**config.mk**
```make
export PLATFORM = sky130hd
export DESIGN_NAME = acc_top
export DESIGN_NICKNAME = d
export VERILOG_FILES = /design/src/hw/acc_pkg.sv /design/src/hw/acc_trigger.sv /design/src/hw/acc_top.sv
export SDC_FILE = /design/constraint.sdc
export NUM_CORES = 1
export LEC_CHECK = 0
export BUFFER_PORTS_ARGS = -buffer_cell sky130_fd_sc_hd__clkbuf_2
export CORE_MARGIN = 4
export CORE_UTILIZATION = 43
export DETAILED_ROUTE_END_ITERATION = 10
export PLACE_DENSITY = 0.65
export SKIP_CTS_REPAIR_TIMING = 1
export SLEW_MARGIN = 15
export SYNTH_ARGS = -nofsm -noshare
export SYNTH_HDL_FRONTEND = slang
export SYNTH_HIERARCHICAL = 1
export SYNTH_SLANG_ARGS = --single-unit
export TNS_END_PERCENT = 5
```
**constraint.sdc**
```tcl
create_clock -name aclk -period 2.33 [get_ports aclk]
set_input_delay 0.3495 -clock aclk [delete_from_list [all_inputs] [get_ports aclk]]
set_output_delay 0.3495 -clock aclk [all_outputs]
set_load 0.1 [all_outputs]
```
**src/hw/acc_pkg.sv**
```systemverilog
// Constants and types shared by the converter control block
package acc_pkg;

    // ============================================================
    // Register map (byte addresses on the AXI4-Lite slave)
    localparam logic [5:0]  ADDR_CTRL_A     = 6'h00;
    localparam logic [5:0]  ADDR_CTRL_B     = 6'h04;
    localparam logic [5:0]  ADDR_CTRL_C     = 6'h08;
    localparam logic [5:0]  ADDR_RES_HIGH   = 6'h0C;
    localparam logic [5:0]  ADDR_RES_LOW    = 6'h10;
    localparam logic [5:0]  ADDR_CMP_HIGH   = 6'h14;
    localparam logic [5:0]  ADDR_CMP_LOW    = 6'h18;
    localparam logic [5:0]  ADDR_DELAY      = 6'h1C;
    localparam logic [5:0]  ADDR_BRAKE_DATA = 6'h20;
    localparam logic [5:0]  ADDR_EXT_IRQ_EN = 6'h24;

    // ============================================================
    // Field positions
    localparam int unsigned CA_DONE     = 7;
    localparam int unsigned CA_START    = 6;
    localparam int unsigned CA_SRC_LSB  = 4;
    localparam int unsigned CA_CHAN_LSB = 0;
    localparam int unsigned CB_EXCH     = 6;
    localparam int unsigned CB_TYP_LSB  = 2;
    localparam int unsigned CB_EXT      = 1;
    localparam int unsigned CB_EN       = 0;
    localparam int unsigned CC_BRAKE_EN = 7;
    localparam int unsigned CC_POL      = 6;
    localparam int unsigned CC_CMP_EN   = 5;
    localparam int unsigned CC_CMP_OUT  = 4;
    localparam int unsigned CC_DLY_MSB  = 0;
    localparam int unsigned BD_FLAG     = 7;
    localparam int unsigned IE_FB       = 5;
    localparam int unsigned IE_CONV     = 1;
    localparam int unsigned RES_LOW_W   = 4;

    // ============================================================
    // Codes
    localparam logic [1:0] SRC_PWM0    = 2'h0;
    localparam logic [1:0] SRC_PWM2    = 2'h1;
    localparam logic [1:0] SRC_PWM4    = 2'h2;
    localparam logic [1:0] SRC_PIN     = 2'h3;
    localparam logic [1:0] TYP_FALL    = 2'h0;
    localparam logic [1:0] TYP_RISE    = 2'h1;
    localparam logic [1:0] TYP_CENTRE  = 2'h2;
    localparam logic [1:0] TYP_END     = 2'h3;
    localparam logic [1:0] RESP_OKAY   = 2'h0;
    localparam logic [1:0] RESP_SLVERR = 2'h2;
    localparam logic [7:0] BYTE_ZERO   = 8'h00;
    localparam logic [8:0] DLY_ZERO    = 9'h000;
    localparam logic [8:0] DLY_ONE     = 9'h001;

    // ============================================================
    // Converter clock, derived from aclk as a tick
    localparam int unsigned SYS_CLK_NS    = 40;
    localparam int unsigned CONV_CLK_NS   = 160;
    localparam int unsigned CONV_TICK_CYC = CONV_CLK_NS / SYS_CLK_NS;
    localparam logic [1:0]  TICK_LAST     = 2'(CONV_TICK_CYC - 1);
    localparam logic [1:0]  TICK_ZERO     = 2'h0;
    localparam logic [1:0]  TICK_ONE      = 2'h1;

    typedef enum logic {ACC_IDLE, ACC_BUSY} acc_conv_t;

endpackage

```
**src/hw/acc_trigger.sv**
```systemverilog
// External trigger detection and trigger delay counter
`timescale 1ns/1ns
`default_nettype none

module acc_trigger
    import acc_pkg::*;
(
    input  wire logic       aclk,
    input  wire logic       aresetn,
    input  wire logic       ext_en,
    input  wire logic [1:0] src_sel,
    input  wire logic [1:0] typ_sel,
    input  wire logic       pin_exchange,
    input  wire logic [8:0] delay,
    input  wire logic       conv_tick,
    input  wire logic       pwm_ch0,
    input  wire logic       pwm_ch2,
    input  wire logic       pwm_ch4,
    input  wire logic       pwm_period_centre,
    input  wire logic       pwm_period_end,
    input  wire logic       start_pin_a,
    input  wire logic       start_pin_b,
    output logic            trig_start
);

    typedef struct packed {
        logic [4:0] s1;
        logic [4:0] s2;
        logic [4:0] prev;
        logic [8:0] cnt;
        logic       counting;
        logic       fire;
    } acc_trig_t;

    acc_trig_t q;
    acc_trig_t n;
    logic [4:0] rise;
    logic [4:0] fall;
    logic [2:0] pin;
    logic       hit;

    // ============================================================
    // Edge detection, per input on its own history
    // Detecting per pin means a pin exchange never looks like an edge
    genvar g;
    generate
        for (g = 0; g < 5; g++)
        begin : g_edge
            assign rise[g] = q.s2[g] & ~q.prev[g]; // see RL23
            assign fall[g] = ~q.s2[g] & q.prev[g]; // see RL23
        end
    endgenerate

    always_comb
    begin
        n      = q;
        n.s1   = {start_pin_b, start_pin_a, pwm_ch4, pwm_ch2, pwm_ch0};
        n.s2   = q.s1;
        n.prev = q.s2;
        n.fire = 1'b0;
        pin    = pin_exchange ? 3'h4 : 3'h3; // see RL9
        hit    = 1'b0;
        unique case (typ_sel) // see RL10
            TYP_FALL:   hit = (src_sel == SRC_PIN) ? fall[pin] : fall[src_sel]; // see RL20
            TYP_RISE:   hit = (src_sel == SRC_PIN) ? rise[pin] : rise[src_sel]; // see RL20
            TYP_CENTRE: hit = (src_sel != SRC_PIN) & pwm_period_centre; // see RL20
            TYP_END:    hit = (src_sel != SRC_PIN) & pwm_period_end; // see RL20
        endcase
        if (!ext_en)
        begin
            n.counting = 1'b0;
        end
        else if (q.counting)
        begin
            if (conv_tick) // see RL24
            begin
                if (q.cnt == DLY_ONE)
                begin
                    n.counting = 1'b0;
                    n.fire     = 1'b1;
                end
                n.cnt = q.cnt - DLY_ONE;
            end
        end
        else if (hit) // see RL7
        begin
            if (delay == DLY_ZERO)
            begin
                n.fire = 1'b1;
            end
            else
            begin
                n.cnt      = delay; // see RL11
                n.counting = 1'b1;
            end
        end
    end

    always_ff @(posedge aclk)
    begin
        if (!aresetn)
        begin
            q <= '0;
        end
        else
        begin
            q <= n;
        end
    end

    assign trig_start = q.fire;

endmodule

`default_nettype wire

```
**src/hw/acc_top.sv**
```systemverilog
// Converter control block: AXI4-Lite registers, start logic, result and comparator
//
// The register offsets and register access over AXI4-Lite were chosen for this implementation.
`timescale 1ns/1ns
`default_nettype none

// Summary of operation
// RL1: Converter power output follows the enable bit; cleared enable powers it down.
// RL2: Channel select routes one of eight inputs to the sample-and-hold.
// RL3: Each conversion yields a 12-bit result.
// RL4: Writing one to start begins conversion; start bit reads one while busy.
// RL5: Completion clears busy, sets done flag, raises interrupt when enabled.
// RL6: Result splits into upper 8 bits high register, lower 4 low register.
// RL7: With external trigger enabled, PWM edges, period points or start pin start conversion.
// RL8: A hardware trigger sets busy just like a software start.
// RL9: Exchange bit picks which of two pins acts as start pin.
// RL10: Trigger source and trigger type fields together select the condition.
// RL11: A programmable delay sits between trigger point and conversion start.
// RL12: Requests during a busy conversion are silently ignored.
// RL13: Comparator checks result against the 12-bit compare value registers.
// RL14: With comparator enabled, compare at every conversion completion.
// RL15: Comparator output bit shows compare result, optionally inverted by polarity.
// RL16: Compare output one with brake enable raises an event forcing fault brake.
// RL17: Brake pin or compare event sets brake flag; interrupt when enabled.
// RL18: Brake flag stays set until software clears it.
// RL19: Source codes: 00 PWM0, 01 PWM2, 10 PWM4, 11 start pin.
// RL20: Type codes: 00 falling, 01 rising, 10 period centre, 11 period end.
// RL21: Channel code 1000 selects the band-gap reference; higher codes reserved.
// RL22: No new conversion starts while the done flag is set.
// RL23: Trigger inputs are synchronised and edge-detected once per edge; pwm_period_centre and pwm_period_end are used as raw levels.
// RL24: Trigger delay is a down-counter on the converter clock, fires at zero.
module acc_top
    import acc_pkg::*;
(
    input  wire logic        aclk,
    input  wire logic        aresetn,
    input  wire logic [5:0]  s_axi_awaddr,
    input  wire logic        s_axi_awvalid,
    output logic             s_axi_awready,
    input  wire logic [31:0] s_axi_wdata,
    input  wire logic [3:0]  s_axi_wstrb,
    input  wire logic        s_axi_wvalid,
    output logic             s_axi_wready,
    output logic [1:0]       s_axi_bresp,
    output logic             s_axi_bvalid,
    input  wire logic        s_axi_bready,
    input  wire logic [5:0]  s_axi_araddr,
    input  wire logic        s_axi_arvalid,
    output logic             s_axi_arready,
    output logic [31:0]      s_axi_rdata,
    output logic [1:0]       s_axi_rresp,
    output logic             s_axi_rvalid,
    input  wire logic        s_axi_rready,
    output logic             converter_power_on,
    output logic [3:0]       analog_input_select,
    output logic             converter_start,
    input  wire logic        converter_done,
    input  wire logic [11:0] converter_result,
    input  wire logic        pwm_ch0,
    input  wire logic        pwm_ch2,
    input  wire logic        pwm_ch4,
    input  wire logic        pwm_period_centre,
    input  wire logic        pwm_period_end,
    input  wire logic        start_pin_a,
    input  wire logic        start_pin_b,
    input  wire logic        brake_pin_event,
    output logic             compare_brake_event,
    output logic             converter_irq,
    output logic             fault_brake_irq
);

    typedef struct packed {
        logic        aw_got;
        logic [5:0]  aw_addr;
        logic        w_got;
        logic [7:0]  w_byte;
        logic        w_lane0;
        logic        awready;
        logic        wready;
        logic        bvalid;
        logic [1:0]  bresp;
        logic        arready;
        logic        rvalid;
        logic [1:0]  rresp;
        logic [31:0] rdata;
        logic        converter_enable;
        logic        external_trigger_enable;
        logic        start_pin_exchange;
        logic [1:0]  trigger_type_select;
        logic [1:0]  trigger_source_select;
        logic [3:0]  channel_select;
        logic        comparator_enable;
        logic        comparator_polarity;
        logic        compare_brake_enable;
        logic        comparator_output;
        logic [8:0]  delay;
        logic [11:0] compare_value;
        logic        fault_brake_irq_enable;
        logic        conv_irq_enable;
        acc_conv_t   conv;
        logic        conversion_done_flag;
        logic        fault_brake_flag;
        logic [11:0] result;
        logic        done_s1;
        logic        done_s2;
        logic        done_prev;
        logic        start_pulse;
        logic        brake_pulse;
        logic [1:0]  tick_cnt;
        logic        conv_tick;
        logic        conv_irq;
        logic        fb_irq;
    } acc_state_t;

    acc_state_t q;
    acc_state_t n;
    logic       hw_trig;
    logic       wr_en;
    logic       sw_start;
    logic       done_edge;
    logic       cmp_new;

    // ============================================================
    // External trigger path
    acc_trigger u_trigger
    (
        .aclk              (aclk),
        .aresetn           (aresetn),
        .ext_en            (q.external_trigger_enable),
        .src_sel           (q.trigger_source_select),
        .typ_sel           (q.trigger_type_select),
        .pin_exchange      (q.start_pin_exchange),
        .delay             (q.delay),
        .conv_tick         (q.conv_tick),
        .pwm_ch0           (pwm_ch0),
        .pwm_ch2           (pwm_ch2),
        .pwm_ch4           (pwm_ch4),
        .pwm_period_centre (pwm_period_centre),
        .pwm_period_end    (pwm_period_end),
        .start_pin_a       (start_pin_a),
        .start_pin_b       (start_pin_b),
        .trig_start        (hw_trig)
    );

    // ============================================================
    // Register read mux
    // Registers sit on every aligned word up to the last one
    function automatic logic acc_mapped(input logic [5:0] a);
        return (a <= ADDR_EXT_IRQ_EN) && !(|a[1:0]);
    endfunction

    function automatic logic [7:0] acc_read(input acc_state_t s, input logic [5:0] a);
        logic [7:0] r;
        r = BYTE_ZERO;
        unique case (a)
            ADDR_CTRL_A:
            begin
                r[CA_DONE] = s.conversion_done_flag;
                r[CA_START] = (s.conv == ACC_BUSY); // see RL4
                r[CA_SRC_LSB +: 2] = s.trigger_source_select;
                r[CA_CHAN_LSB +: 4] = s.channel_select;
            end
            ADDR_CTRL_B:
            begin
                r[CB_EXCH] = s.start_pin_exchange;
                r[CB_TYP_LSB +: 2] = s.trigger_type_select;
                r[CB_EXT] = s.external_trigger_enable;
                r[CB_EN] = s.converter_enable;
            end
            ADDR_CTRL_C:
            begin
                r[CC_BRAKE_EN] = s.compare_brake_enable;
                r[CC_POL] = s.comparator_polarity;
                r[CC_CMP_EN] = s.comparator_enable;
                r[CC_CMP_OUT] = s.comparator_output;
                r[CC_DLY_MSB] = s.delay[8];
            end
            ADDR_RES_HIGH:   r = s.result[11:4]; // see RL6
            ADDR_RES_LOW:    r[RES_LOW_W-1:0] = s.result[3:0]; // see RL6
            ADDR_CMP_HIGH:   r = s.compare_value[11:4];
            ADDR_CMP_LOW:    r[RES_LOW_W-1:0] = s.compare_value[3:0];
            ADDR_DELAY:      r = s.delay[7:0];
            ADDR_BRAKE_DATA: r[BD_FLAG] = s.fault_brake_flag;
            ADDR_EXT_IRQ_EN:
            begin
                r[IE_FB] = s.fault_brake_irq_enable;
                r[IE_CONV] = s.conv_irq_enable;
            end
            default:         r = BYTE_ZERO;
        endcase
        return r;
    endfunction

    // ============================================================
    // Next state
    always_comb
    begin
        n             = q;
        n.start_pulse = 1'b0;
        n.brake_pulse = 1'b0;
        // Done from the analog core is asynchronous: two flops, then edge detect
        n.done_s1   = converter_done;
        n.done_s2   = q.done_s1;
        n.done_prev = q.done_s2;
        done_edge   = q.done_s2 & ~q.done_prev;
        n.conv_tick = (q.tick_cnt == TICK_LAST);
        n.tick_cnt  = n.conv_tick ? TICK_ZERO : q.tick_cnt + TICK_ONE;

        // Write channel: address and data taken in either order
        if (s_axi_awvalid && q.awready)
        begin
            n.aw_got  = 1'b1;
            n.aw_addr = s_axi_awaddr;
        end
        if (s_axi_wvalid && q.wready)
        begin
            n.w_got   = 1'b1;
            n.w_byte  = s_axi_wdata[7:0];
            n.w_lane0 = s_axi_wstrb[0];
        end
        wr_en = q.aw_got & q.w_got & ~q.bvalid;
        if (wr_en)
        begin
            n.aw_got = 1'b0;
            n.w_got  = 1'b0;
            n.bvalid = 1'b1;
            n.bresp  = acc_mapped(q.aw_addr) ? RESP_OKAY : RESP_SLVERR;
        end
        else if (q.bvalid && s_axi_bready)
        begin
            n.bvalid = 1'b0;
        end
        n.awready = ~n.aw_got & ~n.bvalid;
        n.wready  = ~n.w_got & ~n.bvalid;

        // Register writes; only byte lane 0 carries data
        sw_start = 1'b0;
        if (wr_en && q.w_lane0)
        begin
            unique case (q.aw_addr)
                ADDR_CTRL_A:
                begin
                    n.trigger_source_select = q.w_byte[CA_SRC_LSB +: 2]; // see RL19
                    n.channel_select        = q.w_byte[CA_CHAN_LSB +: 4]; // see RL2, RL21
                    sw_start                = q.w_byte[CA_START]; // see RL4
                    n.conversion_done_flag  = q.conversion_done_flag & q.w_byte[CA_DONE];
                end
                ADDR_CTRL_B:
                begin
                    n.start_pin_exchange      = q.w_byte[CB_EXCH]; // see RL9
                    n.trigger_type_select     = q.w_byte[CB_TYP_LSB +: 2]; // see RL20
                    n.external_trigger_enable = q.w_byte[CB_EXT];
                    n.converter_enable        = q.w_byte[CB_EN]; // see RL1
                end
                ADDR_CTRL_C:
                begin
                    n.compare_brake_enable = q.w_byte[CC_BRAKE_EN];
                    n.comparator_polarity  = q.w_byte[CC_POL];
                    n.comparator_enable    = q.w_byte[CC_CMP_EN];
                    n.delay[8]             = q.w_byte[CC_DLY_MSB];
                end
                ADDR_CMP_HIGH:   n.compare_value[11:4] = q.w_byte; // see RL13
                ADDR_CMP_LOW:    n.compare_value[3:0]  = q.w_byte[RES_LOW_W-1:0]; // see RL13
                ADDR_DELAY:      n.delay[7:0]          = q.w_byte; // see RL11
                ADDR_BRAKE_DATA: n.fault_brake_flag = q.fault_brake_flag & q.w_byte[BD_FLAG]; // see RL18
                ADDR_EXT_IRQ_EN:
                begin
                    n.fault_brake_irq_enable = q.w_byte[IE_FB];
                    n.conv_irq_enable        = q.w_byte[IE_CONV];
                end
                default:
                begin
                end
            endcase
        end

        // Completion; its flag sets after the software clear so the set wins
        cmp_new = 1'b0;
        unique case (q.conv)
            ACC_IDLE:
            begin
            end
            ACC_BUSY:
            begin
                if (!n.converter_enable)
                begin
                    // Powering down mid-conversion abandons it; no result is stored
                    n.conv = ACC_IDLE;
                end
                else if (done_edge)
                begin
                    n.conv                 = ACC_IDLE; // see RL5
                    n.conversion_done_flag = 1'b1; // see RL5
                    n.result               = converter_result; // see RL3, RL6
                    if (q.comparator_enable) // see RL14
                    begin
                        cmp_new             = (converter_result >= q.compare_value) ^ q.comparator_polarity; // see RL15
                        n.comparator_output = cmp_new;
                        n.brake_pulse       = q.compare_brake_enable & cmp_new; // see RL16
                    end
                end
            end
        endcase

        // Brake flag: pin event or compare event, held until software clears it
        n.fault_brake_flag = n.fault_brake_flag | brake_pin_event | n.brake_pulse; // see RL17, RL18

        // Start: software or hardware, refused while busy or done flag set
        if ((sw_start || (hw_trig && q.external_trigger_enable)) && n.converter_enable
            && (n.conv == ACC_IDLE) && !n.conversion_done_flag) // see RL12, RL22
        begin
            n.conv        = ACC_BUSY; // see RL4, RL8
            n.start_pulse = 1'b1;
        end

        n.conv_irq = n.conversion_done_flag & n.conv_irq_enable; // see RL5
        n.fb_irq   = n.fault_brake_flag & n.fault_brake_irq_enable; // see RL17
        // Read channel: one read at a time
        if (s_axi_arvalid && q.arready)
        begin
            n.rvalid = 1'b1;
            n.rdata  = {24'h000000, acc_read(q, s_axi_araddr)};
            n.rresp  = acc_mapped(s_axi_araddr) ? RESP_OKAY : RESP_SLVERR;
        end
        else if (q.rvalid && s_axi_rready)
        begin
            n.rvalid = 1'b0;
        end
        n.arready = ~n.rvalid;
    end

    // ============================================================
    // State register
    always_ff @(posedge aclk)
    begin
        if (!aresetn)
        begin
            q         <= '0;
            q.awready <= 1'b1;
            q.wready  <= 1'b1;
            q.arready <= 1'b1;
        end
        else
        begin
            q <= n;
        end
    end

    // ============================================================
    // Outputs, all straight from the state register
    assign s_axi_awready       = q.awready;
    assign s_axi_wready        = q.wready;
    assign s_axi_bvalid        = q.bvalid;
    assign s_axi_bresp         = q.bresp;
    assign s_axi_arready       = q.arready;
    assign s_axi_rvalid        = q.rvalid;
    assign s_axi_rresp         = q.rresp;
    assign s_axi_rdata         = q.rdata;
    assign converter_power_on  = q.converter_enable; // see RL1
    assign analog_input_select = q.channel_select; // see RL2, RL21
    assign converter_start     = q.start_pulse;
    assign compare_brake_event = q.brake_pulse; // see RL16
    assign converter_irq       = q.conv_irq;
    assign fault_brake_irq     = q.fb_irq;

endmodule

`default_nettype wire

```
==> metrics.md <==
| Metric | Value |
|---|---|
| Outcome | complete, no violations |
| Vias per cell | 5.52 |
| Synth cell types | 84 |
| WL met1 | 6740 um |
| Kind of critical path | flop to flop |
| Maximum vdd drop | 0.000535 V |
| Post-Route Skew | 0.00676 ns |
| Routed length on met2 | 7840 um |
| Cell area after synthesis | 6090 um^2 |
| Mapped Cells | 695 |
| Crit path DAT | 2.49 ns |
| Remaining DRCs | 0 |
| Worst path slowest cell | o41ai_2 |
| Layout fillers | 1,306 |
| Yosys warns | 6 |
| Delay of the slowest critical-path stage | 0.66 ns |
| Share of layout cells above drive strength 1 | 0.203 |
| Worst-path cell chain | inv_1 > ha_1 > nand4_1 > o41ai_2 > nor4_2 > o41ai_1 |
| PortBufs | 72 |
| DRT Wirelength | 16,100 um |
| Antenna-violating nets left | 0 |
| CTS root buffer | clkbuf_16 |
| # H-tree levels | 4 |
| Crit path from | q[36] |
| Max-Cap Viols | 0 |
| Unrepaired setup endpoints after global routing | false |
| Io pins | 126 |
| Top sig layer | met4 |
| Worst-path clk slew | 0.05 ns |
| HP Start | pwm_ch4 |
| Worst-margin pin slew | 0.770 ns |
| CP startpoint kind | flop |
| Site row count | 43 |
| 1st-iter DRT viols | 372 |
| Reg2reg start | q[36] |
| Wire length per cell | 17.0 um |
| GRT overflow | 0 |
| Antenna Cells | 0 |
| Synth top area cells | dfxtp_1 40%, mux2i_1 5.4%, buf_4 5.3% |
| HPWL Detailed | 12,200 um |
| Sequential share of the synthesized area | 0.398 |
| Antenna violations before repair | 0 |
| PD cells | 769 nW/um^2 |
| Asr flop ratio synth | 0 |
| CTS Buf Count | 17 |
| Count of final hold-check violations | 0 |
| Vias in the first global route | 5,048 |
| Top achievable clock speed | 459 MHz |
| Die area | 16,100 um^2 |
| Worst R2R Setup Slack | 0.15 ns |
| First-pass GRT wire length | 25,900 um |
| Slew Limit Fails | 0 |
| Fin crit period | 2.18 ns |
| Final Cell Area | 7110 um^2 |
| Routed wl met3 | 918 um |
| Period utilization | 0.934 |
| Sw Pwr | 0.00143 W |
| First-pass DRT Iterations | 5 |
| Sw frac | 0.261 |
| Max_slew headroom | 0.482 |
| Worst Setup End Kind | flop |
| Fin util | 0.512 |
| Area share of the largest cell type after synthesis | 0.398 |
| Placer Congestion | 0.859 |
| Clk pwr share | 0.487 |
| Logic pwr share | 0.112 |
| Critical Path Fanout Max | 4 |
| Core ar. | 13,900 um^2 |
| EDFF count, synth | 0 |
| Clk sinks | 121 |
| Total GRT Usage | 0.202 |
| Initial Util | 0.439 |
| Max clock buf depth | 2 |
| Final #Nets | 846 |
| Via count | 5,224 |
| Area after DPL | 6490 um^2 |
| Die Ht | 127 um |
| Top FF cell, synth | dfxtp_1 |
| Syn_area_per_cell | 8.76 um^2 |
| Leakage power | 2.78 nW |
| Die span in x | 127 um |
| Hold Crit Class | primary input to flop |
| Internal Pwr Total | 0.00405 W |
| CP required | 2.64 ns |
| Largest net degree at the start of global routing | 53 |
| Post-synth top area cell | dfxtp_1 |
| Syn-to-layout area delta | 16.8% |
| Sequential Power Share | 0.401 |
| Final setup fails | 0 |
| Synthesis-stage register bit count | 121 |
| Clock Latency Late Sink | 0.41 ns |
| CTS tree | yes |
[stage by stage]
stage               std cells  worst slack [ns]  setup TNS [ns]  power (W)  hold WS, ns
floorplan                 720             0.240               0    0.00274        0.408
global placement          916            0.0293               0    0.00283        0.414
detailed placement        916           -0.0446         -0.0572    0.00285        0.421
CTS                       947           -0.0514         -0.0514    0.00551        0.127
global route              947            0.0579               0    0.00566        0.130
finish                    947             0.153               0    0.00547        0.141
[critical path: cells and delay by family (launching register included)]
family | cells | cell delay, ns
buffers and inverters | 1 | 0.07
flip-flops | 1 | 0.43
adder cells (fa/ha/maj) | 1 | 0.29
AND/OR/NAND/NOR | 2 | 0.31
AO/OA/AOI/OAI | 2 | 0.97
[per-layer routing]
layer | up-vias | global-route usage
met5 | - | 0
met2 | 196 | 0.342
met3 | 43 | 0.0523
li1 | 2517 | -
met4 | 0 | 0.0915
met1 | 2468 | 0.241
[power by group through the flow]
stage	Combinational [W]	Clock [W]	Sequential, W
CTS	0.000613	0.00270	0.00219
global route	0.000654	0.00281	0.00220
floorplan	0.000481	0	0.00226
global placement	0.000602	0	0.00223
finish	0.000615	0.00266	0.00219
detailed placement	0.000611	0	0.00223
[worst paths after layout]
kind	endpoint	cells past startpoint
hold reg to reg	q[3]	1
setup / recovery	q[22]	6
setup reg to reg	q[22]	6
hold / removal	u_trigger/n[18]	2
[flip-flops by register name, indices dropped and copies added, names as in the netlist, 2 cells and up]
signal               cells
analog_input_select      4
n                        2
q                       69
s_axi_rdata              8
u_trigger/n             10
u_trigger/q             15
[cell usage after synthesis, types with 8 or more instances]
cell	number
dfxtp_1	121
nand2_1	85
a21oi_1	60
buf_4	43
nor2_1	43
mux2i_1	33
and2_1	28
inv_1	28
o21ai_0	23
nand3_1	21
clkbuf_1	19
ha_1	15
nand3b_1	11
nor2b_1	11
nand4_1	9
a221oi_1	8
nor3_1	8
[layout by cell type (no fill, tap or decap), types with 17 or more instances in the layout]
cell type,n
clkbuf_16,17
a21oi_1,60
o21ai_0,23
dfxtp_1,118
nand3_1,21
conb_1,26
inv_1,28
nor2_1,43
nand2_1,85
mux2i_1,33
clkbuf_2,72
and2_1,28
[kinds of logic after synthesis]
family / after synthesis / synth area share
AOI/OAI and AO/OA: 143 / 0.159
xor gates and xnor gates: 3 / 0.00432
adders and majority gates: 15 / 0.0308
buffers and inverters: 105 / 0.0941
DFF: 121 / 0.398
muxes: 41 / 0.0727
other: 1 / 0.000616
and+or+nand+nor: 266 / 0.241
[final cells by class]
class	count	area [um^2]	share of cell area
clock buffer	23	488	0.0686
clock inverter	8	118	0.0165
inverter	30	113	0.0158
multi-input combinational	494	3200	0.450
sequential	121	2430	0.341
tap	180	225	0.0317
timing repair buffer	91	541	0.0760
Note: power is estimated with default switching activity, not from simulation.
